===== src/hdl/rap_pkg.sv =====
/*
  rap_pkg: constants, types and timing figures shared by the receiver
  adjustment panel modules.
  assumes: a 25 MHz system clock; buttons arrive already synchronous.
*/
package rap_pkg;

  // --------------------------------------------------------------------
  // clock and timing
  // --------------------------------------------------------------------
  localparam int unsigned CLK_HZ        = 25000000;  // ref_clk rate
  localparam int unsigned DEBOUNCE_US   = 10;        // button settle time
  localparam int unsigned DEBOUNCE_CYC  = (CLK_HZ / 1000000) * DEBOUNCE_US;
  localparam int unsigned HOLD_MS       = 3000;      // long select hold
  localparam int unsigned HOLD_CYC      = (CLK_HZ / 1000) * HOLD_MS;
  localparam int unsigned TIMEOUT_MS    = 60000;     // idle-return timeout
  localparam int unsigned TIMEOUT_CYC   = (CLK_HZ / 1000) * TIMEOUT_MS;
  localparam int unsigned BLINK_MS      = 200;       // one limit blink
  localparam int unsigned BLINK_CYC     = (CLK_HZ / 1000) * BLINK_MS;
  localparam int unsigned BLINK_HALF_MS = 250;       // brightness blink half
  localparam int unsigned BLINK_HALF_CYC = (CLK_HZ / 1000) * BLINK_HALF_MS;

  localparam int CNT_W = 32;                         // timer width

  // --------------------------------------------------------------------
  // settings
  // --------------------------------------------------------------------
  localparam int SET_W = 6;                          // setting width
  localparam logic [5:0] COMP_MIN   = 6'h00;         // compensation floor
  localparam logic [5:0] COMP_MAX   = 6'h3F;         // compensation ceiling
  localparam logic [5:0] COMP_ZERO  = 6'h00;         // both-button value
  localparam logic [5:0] BRT_MIN    = 6'h00;         // brightness floor
  localparam logic [5:0] BRT_MAX    = 6'h1F;         // brightness ceiling
  localparam logic [5:0] BRT_DEF    = 6'h10;         // brightness default
  localparam logic [5:0] SET_STEP   = 6'h01;         // one adjustment step

  // led vector positions
  localparam int LED_R = 0;
  localparam int LED_G = 1;
  localparam int LED_B = 2;
  localparam logic [2:0] LED_OFF = 3'h0;
  localparam logic [2:0] LED_ALL = 3'h7;
  localparam logic [2:0] LED_GB  = 3'h6;

  // --------------------------------------------------------------------
  // panel modes, one-hot
  // --------------------------------------------------------------------
  typedef enum logic [2:0] {
    RAP_IDLE = 3'h1,   // all leds off
    RAP_ADJ  = 3'h2,   // compensation adjust, leds solid
    RAP_BRT  = 3'h4    // brightness adjust, green/blue blink
  } rap_mode_t;

endpackage : rap_pkg


===== src/hdl/rap_btn_if.sv =====
/*
  rap_btn_if: carries one cleaned button's events from a conditioner to
  the panel controller.
  assumes: single clock domain, events are one-cycle pulses.
*/
`timescale 1ns/1ps
`default_nettype none
interface rap_btn_if;
  logic level;   // debounced button level
  logic press;   // one-cycle pulse on press edge
  logic hold;    // one-cycle pulse when hold time is reached
  modport src (output level, output press, output hold);
  modport dst (input level, input press, input hold);
endinterface : rap_btn_if
`default_nettype wire


===== src/hdl/rap_panel.sv =====
/*
  rap_panel: front-panel adjustment controller of a twisted-pair video
  receiver: select/up/down buttons, three colour leds, two settings.
  assumes: buttons synchronous and active high; power-on reset on rst.
*/
`timescale 1ns/1ps
`default_nettype none
module rap_panel
  import rap_pkg::*;
#(
  parameter int unsigned HOLD_N    = HOLD_CYC,     // long hold cycles
  parameter int unsigned TIMEOUT_N = TIMEOUT_CYC,  // one minute in cycles
  parameter int unsigned BLINK_N   = BLINK_CYC,    // limit blink length
  parameter int unsigned HALF_N    = BLINK_HALF_CYC // brightness blink half
) (
  input  wire logic             ref_clk,
  input  wire logic             rst,
  input  wire logic             sel_btn,
  input  wire logic             up_btn,
  input  wire logic             down_btn,
  output logic [2:0]            led,
  output logic [SET_W-1:0]      high_freq_comp,
  output logic [SET_W-1:0]      brightness,
  output logic [2:0]            mode
);

  // --------------------------------------------------------------------
  // button conditioning
  // --------------------------------------------------------------------
  rap_btn_if sel_ev ();   // select events
  rap_btn_if up_ev  ();   // up events
  rap_btn_if dn_ev  ();   // down events

  rap_btn #(.HOLD_N(HOLD_N)) u_sel (
    .ref_clk (ref_clk),
    .rst     (rst),
    .raw     (sel_btn),
    .ev      (sel_ev)
  );
  rap_btn #(.HOLD_N(HOLD_N)) u_up (
    .ref_clk (ref_clk),
    .rst     (rst),
    .raw     (up_btn),
    .ev      (up_ev)
  );
  rap_btn #(.HOLD_N(HOLD_N)) u_dn (
    .ref_clk (ref_clk),
    .rst     (rst),
    .raw     (down_btn),
    .ev      (dn_ev)
  );

  // --------------------------------------------------------------------
  // state
  // --------------------------------------------------------------------
  typedef struct packed {
    rap_mode_t        mode;      // panel mode
    logic [SET_W-1:0] comp;      // compensation setting
    logic [SET_W-1:0] brt;       // brightness setting
    logic [CNT_W-1:0] tmo;       // inactivity timer
    logic [CNT_W-1:0] blk;       // limit blink remaining
    logic [CNT_W-1:0] ph;        // brightness blink phase counter
    logic             ph_on;     // brightness blink phase
    logic             sel_pend;  // select pressed, waiting for release
    logic             hold_done; // this select press was a long hold
    logic [2:0]       led;       // registered led drive
  } rap_panel_st_t;

  rap_panel_st_t st_r, st_nxt;

  logic any_press;   // any button press event this cycle
  logic both;        // up and down together
  logic inc;         // single up press
  logic dec;         // single down press
  logic hit_limit;   // press ran into a limit

  // --------------------------------------------------------------------
  // event decode
  // --------------------------------------------------------------------
  // both counts when one edge arrives while the other button is down,
  // so the pair need not land in the same cycle
  always_comb begin
    any_press = sel_ev.press | up_ev.press | dn_ev.press;
    both      = (up_ev.press & dn_ev.level) | (dn_ev.press & up_ev.level);
    inc       = up_ev.press & !dn_ev.level;
    dec       = dn_ev.press & !up_ev.level;
  end

  // --------------------------------------------------------------------
  // next state
  // --------------------------------------------------------------------
  always_comb begin
    st_nxt    = st_r;
    hit_limit = 1'b0;

    // select acts on release so a long hold is not also a short press
    if (sel_ev.press) begin
      st_nxt.sel_pend  = 1'b1;
      st_nxt.hold_done = 1'b0;
    end

    case (st_r.mode)
      RAP_IDLE: begin
        if (st_r.sel_pend && !sel_ev.level) begin
          st_nxt.mode     = RAP_ADJ;
          st_nxt.sel_pend = 1'b0;
        end
      end
      RAP_ADJ: begin
        if (sel_ev.hold) begin
          st_nxt.mode      = RAP_BRT;
          st_nxt.hold_done = 1'b1;
        end else if (st_r.sel_pend && !sel_ev.level) begin
          st_nxt.sel_pend = 1'b0;
          if (!st_r.hold_done) begin
            st_nxt.mode = RAP_IDLE;
          end
        end else if (both) begin
          st_nxt.comp = COMP_ZERO;
        end else if (inc) begin
          if (st_r.comp == COMP_MAX) begin
            hit_limit = 1'b1;
          end else begin
            st_nxt.comp = st_r.comp + SET_STEP;
          end
        end else if (dec) begin
          if (st_r.comp == COMP_MIN) begin
            hit_limit = 1'b1;
          end else begin
            st_nxt.comp = st_r.comp - SET_STEP;
          end
        end
      end
      RAP_BRT: begin
        if (st_r.sel_pend && !sel_ev.level) begin
          st_nxt.sel_pend = 1'b0;
          // release of the hold that brought us here is not a press
          if (!st_r.hold_done) begin
            st_nxt.mode = RAP_ADJ;
          end
          st_nxt.hold_done = 1'b0;
        end else if (both) begin
          st_nxt.brt = BRT_DEF;
        end else if (inc) begin
          if (st_r.brt == BRT_MAX) begin
            hit_limit = 1'b1;
          end else begin
            st_nxt.brt = st_r.brt + SET_STEP;
          end
        end else if (dec) begin
          if (st_r.brt == BRT_MIN) begin
            hit_limit = 1'b1;
          end else begin
            st_nxt.brt = st_r.brt - SET_STEP;
          end
        end
      end
      default: begin
        st_nxt.mode = RAP_IDLE;
      end
    endcase

    // inactivity timeout, restarted by any press
    if (st_r.mode == RAP_IDLE || any_press) begin
      st_nxt.tmo = '0;
    end else if (st_r.tmo >= CNT_W'(TIMEOUT_N - 1)) begin
      st_nxt.tmo       = '0;
      st_nxt.mode      = RAP_IDLE;
      st_nxt.sel_pend  = 1'b0;
      st_nxt.hold_done = 1'b0;
    end else begin
      st_nxt.tmo = st_r.tmo + 1'b1;
    end

    // one limit blink: leds dark for BLINK_N cycles
    if (hit_limit) begin
      st_nxt.blk = CNT_W'(BLINK_N);
    end else if (st_r.blk != '0) begin
      st_nxt.blk = st_r.blk - 1'b1;
    end

    // free-running phase for brightness-mode blinking
    if (st_r.ph >= CNT_W'(HALF_N - 1)) begin
      st_nxt.ph    = '0;
      st_nxt.ph_on = !st_r.ph_on;
    end else begin
      st_nxt.ph = st_r.ph + 1'b1;
    end

    // led drive from the mode just chosen
    case (st_nxt.mode)
      RAP_ADJ:  st_nxt.led = LED_ALL;
      RAP_BRT:  st_nxt.led = st_nxt.ph_on ? LED_GB : LED_OFF;
      default:  st_nxt.led = LED_OFF;
    endcase
    if (st_nxt.blk != '0) begin
      st_nxt.led = LED_OFF;
    end
  end

  always_ff @(posedge ref_clk) begin
    if (rst) begin
      st_r       <= '0;
      st_r.mode  <= RAP_IDLE;
      st_r.comp  <= COMP_ZERO;
      st_r.brt   <= BRT_DEF;
    end else begin
      st_r <= st_nxt;
    end
  end

  // --------------------------------------------------------------------
  // outputs, all from flip-flops
  // --------------------------------------------------------------------
  assign led            = st_r.led;
  assign high_freq_comp = st_r.comp;
  assign brightness     = st_r.brt;
  assign mode           = st_r.mode;
endmodule : rap_panel
`default_nettype wire


===== src/hdl/rap_btn.sv =====
/*
  rap_btn: debounce one push button, emit press and long-hold pulses.
  assumes: raw input synchronous to ref_clk, active high when pressed.
*/
`timescale 1ns/1ps
`default_nettype none
module rap_btn
  import rap_pkg::*;
#(
  parameter int unsigned HOLD_N = HOLD_CYC   // cycles for a long hold
) (
  input  wire logic ref_clk,
  input  wire logic rst,
  input  wire logic raw,
  rap_btn_if.src    ev
);

  // --------------------------------------------------------------------
  // state
  // --------------------------------------------------------------------
  typedef struct packed {
    logic             level;   // accepted level
    logic [CNT_W-1:0] deb;     // settle counter
    logic [CNT_W-1:0] held;    // time held
    logic             press;
    logic             hold;
  } rap_btn_st_t;

  rap_btn_st_t st_r, st_nxt;

  // debounce: raw must differ from level for DEBOUNCE_CYC in a row
  always_comb begin
    st_nxt       = st_r;
    st_nxt.press = 1'b0;
    st_nxt.hold  = 1'b0;
    if (raw != st_r.level) begin
      if (st_r.deb >= CNT_W'(DEBOUNCE_CYC - 1)) begin
        st_nxt.level = raw;
        st_nxt.deb   = '0;
        st_nxt.held  = '0;
        st_nxt.press = raw;
      end else begin
        st_nxt.deb = st_r.deb + 1'b1;
      end
    end else begin
      st_nxt.deb = '0;
    end
    // hold timer only runs while accepted level is pressed
    if (st_r.level && (raw == st_r.level)) begin
      if (st_r.held < CNT_W'(HOLD_N)) begin
        st_nxt.held = st_r.held + 1'b1;
        st_nxt.hold = (st_r.held == CNT_W'(HOLD_N - 1));
      end
    end
  end

  always_ff @(posedge ref_clk) begin
    if (rst) begin
      st_r <= '0;
    end else begin
      st_r <= st_nxt;
    end
  end

  assign ev.level = st_r.level;
  assign ev.press = st_r.press;
  assign ev.hold  = st_r.hold;
endmodule : rap_btn
`default_nettype wire


===== config.mk =====
export PLATFORM = sky130hd
export DESIGN_NAME = rap_panel
export DESIGN_NICKNAME = d
export VERILOG_FILES = /design/src/hdl/rap_pkg.sv /design/src/hdl/rap_btn_if.sv /design/src/hdl/rap_panel.sv /design/src/hdl/rap_btn.sv
export SDC_FILE = /design/constraint.sdc
export NUM_CORES = 1
export LEC_CHECK = 0
export ABC_AREA = 1
export CAP_MARGIN = 30
export CORE_MARGIN = 8
export CORE_UTILIZATION = 55
export DETAILED_ROUTE_END_ITERATION = 8
export DONT_BUFFER_PORTS = 1
export GPL_TIMING_DRIVEN = 0
export PLACE_DENSITY = 0.81
export SLEW_MARGIN = 40
export SYNTH_ARGS = -nofsm -noshare
export SYNTH_HDL_FRONTEND = slang
export SYNTH_SLANG_ARGS = --single-unit

===== constraint.sdc =====
create_clock -name ref_clk -period 2.7 [get_ports ref_clk]
set_clock_uncertainty 0.2 [all_clocks]
set_input_delay 0.675 -clock ref_clk [delete_from_list [all_inputs] [get_ports ref_clk]]
set_output_delay 0.675 -clock ref_clk [all_outputs]
set_load 0.1 [all_outputs]

==> reports/metrics.cfg, run 1 <==
[clock_network]
clk_latency_ps=540
cts_tree=built
cts.sinks=251
htree_levels=1
path_clk_slew_ps=60
clockBufferDepth=3
cts_root_buf=clkbuf_16
cts_inserted_buffers=26

[global_route]
grt_pass1_vias=9436
antenna_found_initial=0
grt_pass1_wl_um=42200
grt.total_usage=0.193
grt_max_degree=15
grt_overflow=0

[setup_path]
worst_path_max_delay_cell=dfxtp_1
regToRegStartpoint=st_r[38]
rrSetupSlack_ps=190
reg2reg_to=led[1]
cpMostUsedCell=nor2_1
cp.buffers_inverters=1
critPathTopFamily=simple AND/OR/NAND/NOR gates
required_ps=2900
startpoint=st_r[38]
end_kind=flop
critical_path.max_stage_delay_ps=310
crit_arrival_ps=2720
worstSetupStartpointType=flop
worst_r2r_path_depth=12
worst-path-max-fanout=7
cp-endpoint=led[1]
crit_type=flop to flop
path_depth=12
worstPathCellList=inv_1 > ha_2 > nand2_2 > nor2_1 > nand2_1 > nor3_1 > xor2_1 > nand2_1 > nor2_1 > nor2_1 > nand3_1 > nor2_1

[logic_synthesis]
synth_xor_area_frac=0.0380
ys_ff_latch=251
yosysWarningCount=0
avgSynthCellArea_um2=7.47
synth_compound_area_frac=0.0649
netlist_area_um2=11300
synth.area.top_cells=dfxtp_1 (44%), nand2_1 (10%), nor2_1 (8.5%)
synthSimpleGateAreaFrac=0.345
yosysTopAreaCell=dfxtp_1
ys_types=52
synth_mux_area_frac=0
synth_top_family_by_area=simple AND/OR/NAND/NOR gates
ys_seq_area_frac=0.445
yosys.area_share.adder=0.0290
synth_cells=1512
synth-async-reset-ratio=0
synthFlopType=dfxtp_1
yosysTopAreaCellShare=0.445
synth_edf_count=0

[floorplan]
die-area_um2=25400
core-area_um2=20200
die_h_um=159
fp.dieW_um=159
floorplan.initialDensity=0.559
ios=23
rows=52

[drt]
drt-initial-drc-count=649
top_layer=met4
wl_um=24700
drt_pass1_iterations=7
wl_per_cell_um=12.9
drtAntennaViolNets=0
dr_wl_met2_um=12100
met3_wirelength_um=1150
route.detailed.drc=0
viasPerCell=5.10
vias=9727
wl_met1_um=10700

[outcome]
outcome=finished, final reports clean

[sta]
period_share=0.931
rsz0062_at_grt=no
maxSlewHeadroom=0.491
tightest_slew_ps=763
holdWs_ps=87.4
maxSlewViolCount=0
finalHoldViolations=0
fmax_ghz=0.398
period_minus_slack_ps=2510
finalSetupViolations=0

[layout]
fin_nets=1651
diodes=0
syn_to_final_growth_pct=13.8
fin_area_um2=12900
drive_above_1_share=0.0909
fin_util=0.636

[placement]
place_congestion=0.939
dpl_cell_area_um2=11900
dpl.hpwl_um=17900
io_buffers=0

[power]
power.total_mw=12.4
power.ir.vdd_worst_mv=0.628
cellPowerDensity_nw_per_um2=960
leakage_nw=5.26

[worst_hold_path]
hp-class=primary input to flop

[job]
maxCapViolCount=0

## kinds of logic after synthesis
| logic type | Yosys count |
|---|---|
| AND/OR/NAND/NOR | 850 |
| XOR/XNOR | 49 |
| buffers and inverters | 208 |
| flip-flops | 251 |
| AO/OA/AOI/OAI | 128 |
| adder cells (fa/ha/maj) | 25 |
| other | 1 |
## cell usage after synthesis, types with 4 or more instances
cell	count
clkbuf_1	8
nand2_2	13
nor2_2	20
buf_4	20
ha_1	23
o21ai_0	36
a31oi_1	10
nand3_1	82
a211oi_1	7
xor2_1	28
inv_2	6
dfxtp_1	251
nand3_2	7
xnor2_1	21
nor3_1	64
nor4_1	24
nor3_2	6
nand4_1	27
inv_1	163
nand3b_1	5
nor3b_1	12
nor2_4	9
a21oi_1	53
buf_2	8
nor2_1	256
nand2_1	311
or2_2	4
## through the flow
stage	setup WS, ps	cells	setup TNS (ps)
finish	186	1909	0
global route	53.6	1909	0
CTS	166	1909	0
detailed placement	-74.5	1863	-968
global placement	-12.1	1863	-103
floorplan	675	1593	0
## what timing repair did
action | CTS | global route
buffers inserted | 0 | 0
resized for setup | 0 | 2
endpoints found under the setup margin | 0 | 2
hold buffers | 0 | 0
## report_power, final
group,internal (mW),switching (mW)
clock,2.26,1.46
sequential,4.01,0.257
combinational,1.34,3.02
total,7.61,4.74
## per-layer routing
layer  track usage  up-vias
li1              -     5006
met5             0        -
met2         0.341      223
met1         0.231     4445
met4        0.0746        0
met3        0.0297       53
## worst register-to-register path, cell delays in order, from the launching register on
cell and delay, ps:
dfxtp_1 310, inv_1 130, ha_2 290, nand2_2 140, nor2_1 300, nand2_1 150
nor3_1 280, xor2_1 180, nand2_1 80, nor2_1 120, nor2_1 60, nand3_1 90
nor2_1 60
## worst min path at each step
stage / startpoint / slack, ps / cells after the start / to
detailed placement: u_sel.st_r[30] / 230 / 2 / u_sel.st_r[30]
global placement: u_sel.st_r[33] / 230 / 2 / u_sel.st_r[33]
floorplan: u_sel.st_r[29] / 220 / 2 / u_sel.st_r[29]
CTS: down_btn / 60 / 2 / u_dn.ev.press
global route: down_btn / 80 / 2 / u_dn.ev.press
finish: down_btn / 90 / 2 / u_dn.ev.press
## cells in the final DEF (no fill, tap or decap), types with 21 or more instances in the layout
cell,netlist,layout
xnor2_1,21,21
nor2_1,256,256
inv_1,163,163
nand2_1,311,311
nor4_1,24,24
xor2_1,28,28
o21ai_0,36,35
ha_1,23,22
nand3_1,82,82
nor3_1,64,64
conb_1,1,82
clkbuf_16,0,26
dfxtp_1,251,251
nand4_1,27,27
a21oi_1,53,53
## state kept, by name, summed over array words and instances (netlist names), 2 cells and up
register / count
st_r: 99
u_sel.st_r: 64
u_dn.st_r: 32
u_up.st_r: 32
brightness: 6
high_freq_comp: 6
mode: 3
led: 2
## final cells by class
type	instances	area, um2
fill	1721	7370
multi-input combinational	1134	5700
sequential	251	5020
clock buffer	37	762
inverter	170	638
tap	270	338
buffer	38	244
clock inverter	9	154
No activity file was read; power rests on OpenSTA's default activity.
==> run 2, diff against run 1 <==
- ABC_AREA: 1 -> unset
- ABC_CLOCK_PERIOD_IN_PS: unset -> 2700
- CTS_CLUSTER_DIAMETER: unset -> 100
==> reports/metrics.cfg, run 2 <==
[clock_network]
htree_levels=1
cts_root_buf=clkbuf_16
path_clk_slew_ps=60
cts.sinks=251
clockBufferDepth=3
cts_inserted_buffers=26
cts_tree=built
clk_latency_ps=530
holdBufCountCts=0

[setup_path]
worst_r2r_path_depth=10
crit_type=flop to flop
worst-path-max-fanout=5
critical_path.max_stage_delay_ps=500
cpMostUsedCell=buf_4
end_kind=flop
worst_path_max_delay_cell=or4_4
worstSetupStartpointType=flop
crit_arrival_ps=3270
worstPathCellList=or3_4 > buf_4 > nor4b_4 > buf_4 > buf_4 > nand2_2 > o31a_1 > nand3b_1 > or4_4 > nor3_2
required_ps=2940

[floorplan]
ios=23
floorplan.initialDensity=0.559
die-area_um2=23700
die_h_um=154
core-area_um2=18700
rows=50
fp.dieW_um=154

[logic_synthesis]
ys_ff_latch=251
yosysTopAreaCellShare=0.480
synth_edf_count=0
synth.area.top_cells=dfxtp_1 (48%), nor2_1 (6.3%), xnor2_1 (4.4%)
synth_common_cells=dfxtp_1 (251), nor2_1 (176), nand2_1 (84), xnor2_1 (53), xor2_1 (52)
avgSynthCellArea_um2=9.12
synthFlopType=dfxtp_1
ys_types=81
synth_cells=1147
netlist_area_um2=10500
ys_seq_area_frac=0.480
synth-async-reset-ratio=0
yosysTopAreaCell=dfxtp_1
synth_most_common_cell=dfxtp_1
yosysWarningCount=0

[drt]
drtAntennaViolNets=0
drt_pass1_iterations=7
wl_um=22100
wl_per_cell_um=14.5
drt-initial-drc-count=702
route.detailed.drc=0
vias=8464
viasPerCell=5.54

[layout]
fin_nets=1303
mostFrequentLayoutCells=dfxtp_1 (241), nor2_1 (173), nand2_1 (82), conb_1 (82), xnor2_1 (53)
diodes=0
fin_area_um2=12500
top_register=st_r
n_fill_cell=1472
fin_cells=1527
largest_reg_flops=99
mostFrequentLayoutCell=dfxtp_1
drive_above_1_share=0.128
syn_to_final_growth_pct=19.0
largestRegisters=st_r (99), u_sel.st_r (64)

[sta]
setup_ws_ps=-339
rsz0062_at_grt=yes
maxSlewHeadroom=0.543
period_minus_slack_ps=3040
maxSlewViolCount=0
tightest_slew_ps=679
period_share=1.13
holdWs_ps=87.0
fin_setup_tns_ps=-867
fmax_ghz=0.329
finalSetupViolations=3
finalHoldViolations=0

[placement]
dpl_cell_area_um2=11100
dpl.hpwl_um=14900
place_congestion=0.935
io_buffers=0
dp_cells=1462
pre_cts_ws_ps=-641

[global_route]
antenna_found_initial=0
grt_pass1_wl_um=36800
grtUsageMet3=0.0364
grt-busiest-layer=met2
use_met2=0.309
grt_max_degree=16
grt_overflow=0
use_met1=0.220
grt.total_usage=0.182
grt_pass1_vias=8077

[worst_hold_path]
hold_depth=2
hp-class=primary input to flop

[outcome]
outcome=finished, violations left
violations=negative setup slack

[job]
maxCapViolCount=0

[power]
power.ir.vdd_worst_mv=0.494
cellPowerDensity_nw_per_um2=958
leakage_nw=4.71

run 2: cells by family after synthesis:
kind of cell | count (synthesis) | share of synthesized area
and+or+nand+nor | 540 | 0.270
DFF | 251 | 0.480
AOI/OAI and AO/OA | 146 | 0.0903
xor gates and xnor gates | 105 | 0.0879
buffers and inverters | 74 | 0.0350
adders and majority gates | 25 | 0.0313
muxes | 5 | 0.00478
other | 1 | 0.000358
run 2: what timing repair did:
action	in CTS	in global routing
resized for setup	39	37
pin swaps	12	4
setup buffers	18	2
setup endpoints to repair	51	87
run 2: final cells by class:
type / count / area, um2 / share of cell area
multi-input cells: 903 / 5570 / 0.447
flip-flops and latches: 251 / 5040 / 0.405
clock buffers: 31 / 719 / 0.0578
plain buffers: 51 / 323 / 0.0259
well taps: 234 / 293 / 0.0235
clock inverters: 17 / 279 / 0.0224
repair buffers: 20 / 154 / 0.0124
inverters: 20 / 75.1 / 0.00603
run 2: critical path: cells and delay by family, from the launching register on:
family                 cells  cell delay [ps]
AND/OR/NAND/NOR            6             1620
AO/OA/AOI/OAI              1              330
flip-flops                 1              320
buffers and inverters      3              460
run 2: power by group:
part | internal [mW] | switching [mW]
sequential | 3.96 | 0.249
combinational | 1.62 | 2.06
clock | 2.57 | 1.46
run 2: through the flow:
step	utilization	total power, mW
final	0.666	11.9
after global routing	0.666	12.4
after CTS	0.661	11.7
after detailed placement	0.594	6.85
after global placement	0.594	6.77
after floorplan	-	6.31
run 2: layer usage:
metal / vias to the layer above / part of all wire
met5: - / 0
met3: 68 / 0.058
li1: 4197 / -
met4: 0 / 0.034
met2: 245 / 0.47
met1: 3954 / 0.44
run 2: worst paths after layout:
| kind | to | slack [ps] | from |
|---|---|---|---|
| setup / recovery | led[0] | -340 | st_r[52] |
| hold / removal | u_sel.ev.press | 90 | sel_btn |
| setup reg to reg | led[0] | -340 | st_r[52] |
| hold reg to reg | st_r[70] | 230 | st_r[70] |
